--- src/rtl/csm_params.svh ---
`ifndef CSM_PARAMS_SVH
`define CSM_PARAMS_SVH

// Bit of the system configuration word that switches the monitor off.
`define CSM_CFG_MON_DIS_BIT   4
`define CSM_CFG_WIDTH         16
// Free-running PLL cycles with no oscillator edge before loss is declared.
`define CSM_MON_LIMIT         16
// Clock rate and the modelled free-running PLL rate.
`define CSM_CLK_HZ            50000000
`define CSM_PLL_FREE_HZ       12500000
`define CSM_PLL_FREE_DIV      (`CSM_CLK_HZ / `CSM_PLL_FREE_HZ)
// Strap codes for the two non-PLL modes.
`define CSM_STRAP_PRESCALE    3'h1
`define CSM_STRAP_DIRECT      3'h3
// Start value of the PLL half-period estimate, in clock cycles.
`define CSM_EST_RESET         16'h0010

`endif

--- src/rtl/csm_pkg.sv ---
package csm_pkg;

    typedef enum logic [1:0] {
        CSM_MODE_DIRECT,
        CSM_MODE_PRESCALE,
        CSM_MODE_PLL
    } csm_mode_t;

    // Outputs that carry the CPU clock tick, its source, the PLL enable and the clock-fail irq.
    typedef struct packed {
        logic cpu_tick;
        logic src_pll;
        logic pll_enable;
        logic fail_irq;
    } csm_status_t;

    // Multiplication factor times two, so 1.5 and 2.5 stay whole.
    function automatic logic [3:0] factor2(input logic [2:0] straps);
        case (straps)
            3'h7: factor2 = 4'h8;
            3'h6: factor2 = 4'h6;
            3'h5: factor2 = 4'h4;
            3'h4: factor2 = 4'ha;
            3'h2: factor2 = 4'h3;
            3'h0: factor2 = 4'h5;
            default: factor2 = 4'h2;
        endcase
    endfunction

endpackage

--- src/rtl/csm_loss_counter.sv ---
`timescale 1ns/1ps
`include "csm_params.svh"

module csm_loss_counter #(
    parameter int LIMIT = `CSM_MON_LIMIT
) (
    // Clock and reset.
    input  wire logic clock_in,
    input  wire logic srst_in,
    // Control.
    input  wire logic enable_in,
    input  wire logic clear_in,
    input  wire logic inc_in,
    // Result.
    output logic      overflow_out
);
    localparam int W = $clog2(LIMIT + 1);

    generate
        if (LIMIT < 2) begin : g_chk
            $error("csm_loss_counter: LIMIT must be at least 2");
        end
    endgenerate

    logic [W-1:0] count;
    logic [W-1:0] next_count;
    logic         next_overflow;

    always_comb begin
        next_count    = count;
        next_overflow = 1'b0;
        if (!enable_in) begin
            next_count = '0;
        end else if (clear_in) begin
            next_count = '0;
        end else if (inc_in) begin
            if (count == W'(LIMIT - 1)) begin
                next_count    = '0;
                next_overflow = 1'b1;
            end else begin
                next_count = count + 1'b1;
            end
        end
    end

    always_ff @(posedge clock_in) begin
        if (srst_in) begin
            count        <= '0;
            overflow_out <= 1'b0;
        end else begin
            count        <= next_count;
            overflow_out <= next_overflow;
        end
    end
endmodule // csm_loss_counter

--- src/rtl/csm_top.sv ---
// What this block does
// - Monitor runs after every reset with no software action.
// - Configuration bit 4 set switches the monitor off.
// - Active monitor keeps PLL free-running; each PLL cycle counts.
// - Every oscillator input transition clears the monitor count.
// - Sixteen PLL cycles without a transition means the clock is lost.
// - On loss, CPU clock moves to free-running PLL and irq flag sets.
// - After loss, CPU stays on PLL until the next hardware reset.
// - Monitor off: CPU clock from oscillator, PLL powered down.
// - Monitor applies only in direct drive and prescaler modes.
// - Other strap codes enable PLL, CPU clock is input times factor.
// - PLL resyncs to input every F-th transition, adjusting gradually.
// - Straps 001 give oscillator divided by two.
// - Straps 011 give CPU clock straight from oscillator.
`timescale 1ns/1ps
`include "csm_params.svh"

module csm_top #(
    parameter int PLL_FREE_DIV = `CSM_PLL_FREE_DIV,
    parameter int MON_LIMIT    = `CSM_MON_LIMIT
) (
    // Clock and reset.
    input  wire logic                      clock_in,
    input  wire logic                      srst_in,
    // Pins from outside.
    input  wire logic                      oscillator_input_pin_in,
    input  wire logic [2:0]                clock_mode_straps_in,
    // System configuration word and irq acknowledge.
    input  wire logic [`CSM_CFG_WIDTH-1:0] system_config_register_in,
    input  wire logic                      oscillator_fail_irq_clear_in,
    // Clock status toward CPU clock tree and interrupt system.
    output logic                           cpu_tick_out,
    output logic                           cpu_src_pll_out,
    output logic                           pll_enable_out,
    output logic                           oscillator_fail_irq_out,
    output logic [1:0]                     clock_mode_out
);
    generate
        if (PLL_FREE_DIV < 2 || PLL_FREE_DIV > 256) begin : g_chk
            $error("csm_top: PLL_FREE_DIV must lie in 2 to 256");
        end
    endgenerate

    // Pin synchronisers; the first stage feeds only the second.
    logic       osc_s1;
    logic       osc_s2;
    logic       osc_s3;
    logic [2:0] strap_s1;
    logic [2:0] strap_s2;

    always_ff @(posedge clock_in) begin
        osc_s1   <= oscillator_input_pin_in;
        osc_s2   <= osc_s1;
        osc_s3   <= osc_s2;
        strap_s1 <= clock_mode_straps_in;
        strap_s2 <= strap_s1;
    end

    logic osc_edge;
    logic osc_rise;
    assign osc_edge = osc_s2 ^ osc_s3;
    assign osc_rise = osc_s2 & ~osc_s3;

    // Mode, failure and irq state.
    csm_pkg::csm_mode_t mode;
    csm_pkg::csm_mode_t next_mode;
    logic [3:0]         f2;
    logic [3:0]         next_f2;
    logic               failed;
    logic               next_failed;
    logic               next_irq;
    logic               mon_dis;
    logic               mon_on;
    logic               overflow;

    assign mon_dis = system_config_register_in[`CSM_CFG_MON_DIS_BIT];
    assign mon_on = (mode != csm_pkg::CSM_MODE_PLL) && !mon_dis && !failed;

    always_comb begin
        next_mode   = mode;
        next_f2     = f2;
        next_failed = failed;
        next_irq    = oscillator_fail_irq_out;
        if (srst_in) begin
            next_f2 = csm_pkg::factor2(strap_s2);
            if (strap_s2 == `CSM_STRAP_PRESCALE) begin
                next_mode = csm_pkg::CSM_MODE_PRESCALE;
            end else if (strap_s2 == `CSM_STRAP_DIRECT) begin
                next_mode = csm_pkg::CSM_MODE_DIRECT;
            end else begin
                next_mode = csm_pkg::CSM_MODE_PLL;
            end
        end
        if (oscillator_fail_irq_clear_in) begin
            next_irq = 1'b0;
        end
        if (overflow && mon_on) begin
            next_failed = 1'b1;
            next_irq    = 1'b1;
        end
    end

    // Mode and factor are taken every cycle of reset, so the straps seen
    // at the last reset cycle win; failure clears under reset.
    always_ff @(posedge clock_in) begin
        mode <= next_mode;
        f2   <= next_f2;
        if (srst_in) begin
            failed <= 1'b0;
        end else begin
            failed <= next_failed;
        end
    end

    // Free-running PLL modelled as an enable from a divider.
    logic [7:0] div_cnt;
    logic [7:0] next_div_cnt;
    logic       pll_tick;
    logic       pll_run;

    assign pll_run  = mon_on || failed;
    assign pll_tick = pll_run && div_cnt == 8'(PLL_FREE_DIV - 1);

    always_comb begin
        next_div_cnt = div_cnt + 8'h01;
        if (!pll_run || pll_tick) begin
            next_div_cnt = 8'h00;
        end
    end

    always_ff @(posedge clock_in) begin
        if (srst_in) begin
            div_cnt <= 8'h00;
        end else begin
            div_cnt <= next_div_cnt;
        end
    end

    csm_loss_counter #(
        .LIMIT        (MON_LIMIT)
    ) u_loss (
        .clock_in     (clock_in),
        .srst_in      (srst_in),
        .enable_in    (mon_on),
        .clear_in     (osc_edge),
        .inc_in       (pll_tick),
        .overflow_out (overflow)
    );

    // Multiplying PLL: half-period estimate and phase accumulator.
    logic [15:0] est;
    logic [15:0] next_est;
    logic [15:0] hp_cnt;
    logic [15:0] next_hp_cnt;
    logic [3:0]  tr_cnt;
    logic [3:0]  next_tr_cnt;
    logic [17:0] acc;
    logic [17:0] next_acc;
    logic        syn_tick;
    logic [16:0] diff;
    logic [3:0]  f_int;

    // Fractional factors resync on the next whole transition count.
    assign f_int = 4'((5'(f2) + 5'h01) >> 1);
    // At an edge the counter holds one less than the half period.
    assign diff  = {1'b0, hp_cnt} + 17'h00001 - {1'b0, est};

    always_comb begin
        next_hp_cnt = hp_cnt + 16'h0001;
        next_tr_cnt = tr_cnt;
        next_est    = est;
        next_acc    = acc + 18'(f2);
        syn_tick    = 1'b0;
        if (hp_cnt == 16'hffff) begin
            next_hp_cnt = hp_cnt;
        end
        if (osc_edge) begin
            next_hp_cnt = 16'h0000;
            next_tr_cnt = tr_cnt + 4'h1;
            if (tr_cnt + 4'h1 >= f_int) begin
                next_tr_cnt = 4'h0;
                next_est    = est + 16'($signed(diff) >>> 2);
            end
        end
        if (next_acc >= {1'b0, est, 1'b0}) begin
            next_acc = next_acc - {1'b0, est, 1'b0};
            syn_tick = 1'b1;
        end
    end

    always_ff @(posedge clock_in) begin
        if (srst_in || mode != csm_pkg::CSM_MODE_PLL) begin
            hp_cnt <= 16'h0000;
            tr_cnt <= 4'h0;
            est    <= `CSM_EST_RESET;
            acc    <= 18'h00000;
        end else begin
            hp_cnt <= next_hp_cnt;
            tr_cnt <= next_tr_cnt;
            est    <= next_est;
            acc    <= next_acc;
        end
    end

    // Output stage.
    csm_pkg::csm_status_t st;
    csm_pkg::csm_status_t next_st;

    always_comb begin
        next_st.fail_irq = next_irq;
        next_st.src_pll  = failed || mode == csm_pkg::CSM_MODE_PLL;
        next_st.pll_enable = pll_run || mode == csm_pkg::CSM_MODE_PLL;
        case (mode)
            csm_pkg::CSM_MODE_DIRECT:   next_st.cpu_tick = osc_edge;
            csm_pkg::CSM_MODE_PRESCALE: next_st.cpu_tick = osc_rise;
            csm_pkg::CSM_MODE_PLL:      next_st.cpu_tick = syn_tick;
            default:                    next_st.cpu_tick = 1'b0;
        endcase
        if (failed) begin
            next_st.cpu_tick = pll_tick;
        end
    end

    always_ff @(posedge clock_in) begin
        if (srst_in) begin
            st <= '0;
        end else begin
            st <= next_st;
        end
    end

    assign cpu_tick_out    = st.cpu_tick;
    assign cpu_src_pll_out = st.src_pll;
    assign pll_enable_out  = st.pll_enable;
    assign oscillator_fail_irq_out = st.fail_irq;
    assign clock_mode_out  = mode;
endmodule // csm_top

--- config.mk ---
export PLATFORM = sky130hd
export DESIGN_NAME = csm_top
export DESIGN_NICKNAME = d
export VERILOG_FILES = /design/src/rtl/csm_pkg.sv /design/src/rtl/csm_loss_counter.sv /design/src/rtl/csm_top.sv
export VERILOG_INCLUDE_DIRS = /design/src /design/src/rtl
export SDC_FILE = /design/constraint.sdc
export NUM_CORES = 1
export LEC_CHECK = 0
export ABC_AREA = 1
export BUFFER_PORTS_ARGS = -buffer_cell sky130_fd_sc_hd__buf_2
export CAP_MARGIN = 10
export CORE_MARGIN = 1.5
export CORE_UTILIZATION = 45
export CTS_CLUSTER_SIZE = 24
export DETAILED_ROUTE_END_ITERATION = 10
export GPL_TIMING_DRIVEN = 0
export MAX_ROUTING_LAYER = met4
export SYNTH_ARGS = -nofsm -noshare
export SYNTH_HDL_FRONTEND = slang
export SYNTH_SLANG_ARGS = --single-unit
--- constraint.sdc ---
create_clock -name clock_in -period 3.87 [get_ports clock_in]
set_input_delay 0.9675 -clock clock_in [delete_from_list [all_inputs] [get_ports clock_in]]
set_output_delay 0.9675 -clock clock_in [all_outputs]
set_load 0.05 [all_outputs]
==> flow_summary.yaml <==
critical_path:
  path_max_fanout: 10
  reg2reg_to: "acc[11]$_SDFF_PP0_"
  cp_data_required_time_ps: 4110
  endpoint: "acc[11]$_SDFF_PP0_"
  critPathKind: "reg2reg"
  arrival_ps: 3830
  end_kind: "register"
  reg2reg_slack_ps: 280
  r2r_cells: 22
  critPathLaunch: "f2[0]$_DFFE_PP_"
  r2r_start: "f2[0]$_DFFE_PP_"
  crit_path_start_kind: "register"
logic_synthesis:
  netlist.area_leader.share_pct: 25.29
  yosysWarnings: 0
  synth_seq_area_share_pct: 28.06
  netlist_area_mm2: 0.006491
  async_flop_share_pct: 0
  ys_seq_elements: 88
  synth-edff-count: 6
  yosys-top-cells-count: "nand2_1, inv_1, dfxtp_1"
  synth_fp_nets: 1013
  ys_top_cells_by_area: "dfxtp_1, ha_1, nand2_1"
  syn_avg_cell_area_um2: 7.118
  yosys.cell_count.top_type: "nand2_1"
  synth_ff_type: "dfxtp_1"
  synth_largest_area_cell: "dfxtp_1"
  yosysUniqueCellTypes: 43
  synthCells: 912
finish:
  final-seq-area_mm2: 0.001822
  area_growth_pct: 11.20
  nFillCells: 1447
  drive_above_1_share_pct: 8.457
  diodes: 0
  multi_input_comb_area_mm2: 0.004136
  layout.nets: 1042
place:
  port_buffers: 13
  hpwl_um: 11570
  gp_congestion: 0.8971
clocking:
  h-tree-depth: 3
  clockBufferDepth: 2
  clkTransAtPathRegs_ps: 60
  cts_tree: "yes"
  numCtsBuffers: 9
  clock_latency_ps: 350
  root_buffer: "clkbuf_16"
  numClockSinks: 88
  ctsHoldBuffers: 0
drt:
  drc_errors: 0
  drt-vias-per-instance: 5.055
  post_drt_wl_per_cell_um: 12.92
  wl_met2_um: 6559
  drt_wl_total_um: 14550
  via_count: 5692
  drt-pass1-iter-count: 5
  ant_nets: 0
  drtIter0Drc: 325
  top_layer: "met4"
  met1_length_um: 7292
  wl_met3_um: 444
timing:
  tns_ps: 0
  min_period_over_period_pct: 92.70
  maxSlewHeadroom_pct: 56.24
  fin_crit_ps: 3587
  hold-worst-slack_ps: 327.9
  finalHoldViolations: 0
  tightestPinTransition_ps: 650.4
  setup_violations: 0
  rsz0062_at_grt: "no"
  report.final.slew_viol_count: 0
  clock.fmax_mhz: 278.8
  finClkSkew_ps: 7.992
grt:
  grt_max_degree: 16
  grt_pass1_vias: 5123
  grt_pass1_wl_um: 24360
  antenna_found_initial: 0
  grt-ovfl-total: 0
  grt_usage_pct: 21.22
worst_hold_path:
  hold_path_class: "reg2reg"
floorplan:
  die_h_um: 123.1
  rows: 43
  die_w_um: 123.1
  fp.dieArea_mm2: 0.01515
  core-area_mm2: 0.01399
  initial_core_util_pct: 46.40
  io_pins: 29
power_and_ir_drop:
  p_leak_nw: 3.513
  finalPower_w: 0.003700
  ir_worst_vdd_mv: 0.3556
  p_per_area_mw_per_mm2: 512.6
outcome:
  status: "finished clean"
flow_run:
  maxCapViolations: 0
-- final cells by class --
| cell class | count | share of cell area, % |
|---|---|---|
| plain buffers | 7 | 0.7280 |
| well taps | 180 | 3.120 |
| inverters | 148 | 7.766 |
| repair buffers | 18 | 1.421 |
| multi-input cells | 669 | 57.31 |
| flip-flops and latches | 88 | 25.24 |
| clock buffers | 9 | 3.120 |
| clock inverters | 7 | 1.300 |
-- report_power, final --
group	switching, W	internal [W]
registers	0.0000494	0.000983
logic	0.00107	0.000652
clock network	0.000380	0.000566
-- through the flow --
| step | util (%) | cells | setup WS (ps) | cell area [µm²] |
|---|---|---|---|---|
| after floorplan | - | 912 | 642.6 | 6491 |
| after global placement | 48.48 | 1105 | -24.65 | 6782 |
| after detailed placement | 48.48 | 1105 | -41.40 | 6782 |
| after CTS | 50.86 | 1121 | 73.70 | 7114 |
| after global routing | 51.60 | 1126 | 5.018 | 7218 |
| final | 51.60 | 1126 | 282.7 | 7218 |
-- repair_timing --
item / in CTS / in global routing
resized for setup: 3 / 11
buffers inserted: 0 / 5
endpoints found under the setup margin: 13 / 20
pin swaps: 0 / 7
gates cloned: 0 / 0
-- logic make-up (layout without fill, tap and decap cells) --
group / count (synthesis) / in the layout / share of synthesized area [%]
flip-flops: 88 / 88 / 28.06
adder cells (fa/ha/maj): 78 / 78 / 15.50
AND/OR/NAND/NOR: 368 / 368 / 25.13
XOR/XNOR: 62 / 62 / 8.365
AO/OA/AOI/OAI: 161 / 161 / 13.49
buffers and inverters: 155 / 189 / 9.445
-- cells in the final DEF (no fill, tap or decap), types with 22 or more instances in the layout --
cell	Yosys	layout
xor2_1	44	44
a21oi_1	78	77
dfxtp_1	82	82
inv_1	144	144
nand3_1	59	59
nor2_1	76	75
ha_1	74	70
o21ai_0	54	53
nand2_1	164	163
nor3_1	23	22
-- metal layers --
metal,track usage (%),vias to the layer above
met2,33.09,85
met5,-,-
met1,28.62,2530
met4,7.615,0
met3,2.260,15
li1,-,3062
-- flip-flops by register name, indices dropped and copies added, names as in the netlist, 2 cells and up --
| register | count |
|---|---|
| tr_cnt | 4 |
| div_cnt | 8 |
| u_loss.count | 5 |
| clock_mode_out | 2 |
| f2 | 4 |
| est | 16 |
| hp_cnt | 16 |
| acc | 18 |
| strap_s2 | 3 |
| strap_s1 | 3 |
-- how the worst min path moves through the flow --
stage	start	to	slack (ps)	depth (start not counted)
final	strap_s1[1]$_DFF_P_	strap_s2[1]$_DFF_P_	330	0
after global routing	strap_s1[1]$_DFF_P_	strap_s2[1]$_DFF_P_	340	0
after CTS	strap_s1[1]$_DFF_P_	strap_s2[1]$_DFF_P_	330	0
after detailed placement	strap_s1[1]$_DFF_P_	strap_s2[1]$_DFF_P_	310	0
after global placement	osc_s1$_DFF_P_	osc_s2$_DFF_P_	310	0
after floorplan	osc_s1$_DFF_P_	osc_s2$_DFF_P_	310	0
-- worst max-delay path, cell delays in order, from the launching register on --
cell and delay, ps:
edfxtp_1 370, ha_2 210, inv_1 50, fa_2 360, o21ai_2 170, nand2_2 110, nor3_4 250, nand2_1 90
xor2_1 130, inv_1 100, ha_4 300, nand2_1 50, inv_1 80, nand2_1 110, nor3_4 180, nand4_1 180
nand3_1 120, nand2_1 90, nand2_4 140, inv_6 70, buf_12 150, nor2_2 70, nor2_1 50
No activity file was read; power rests on OpenSTA's default activity.
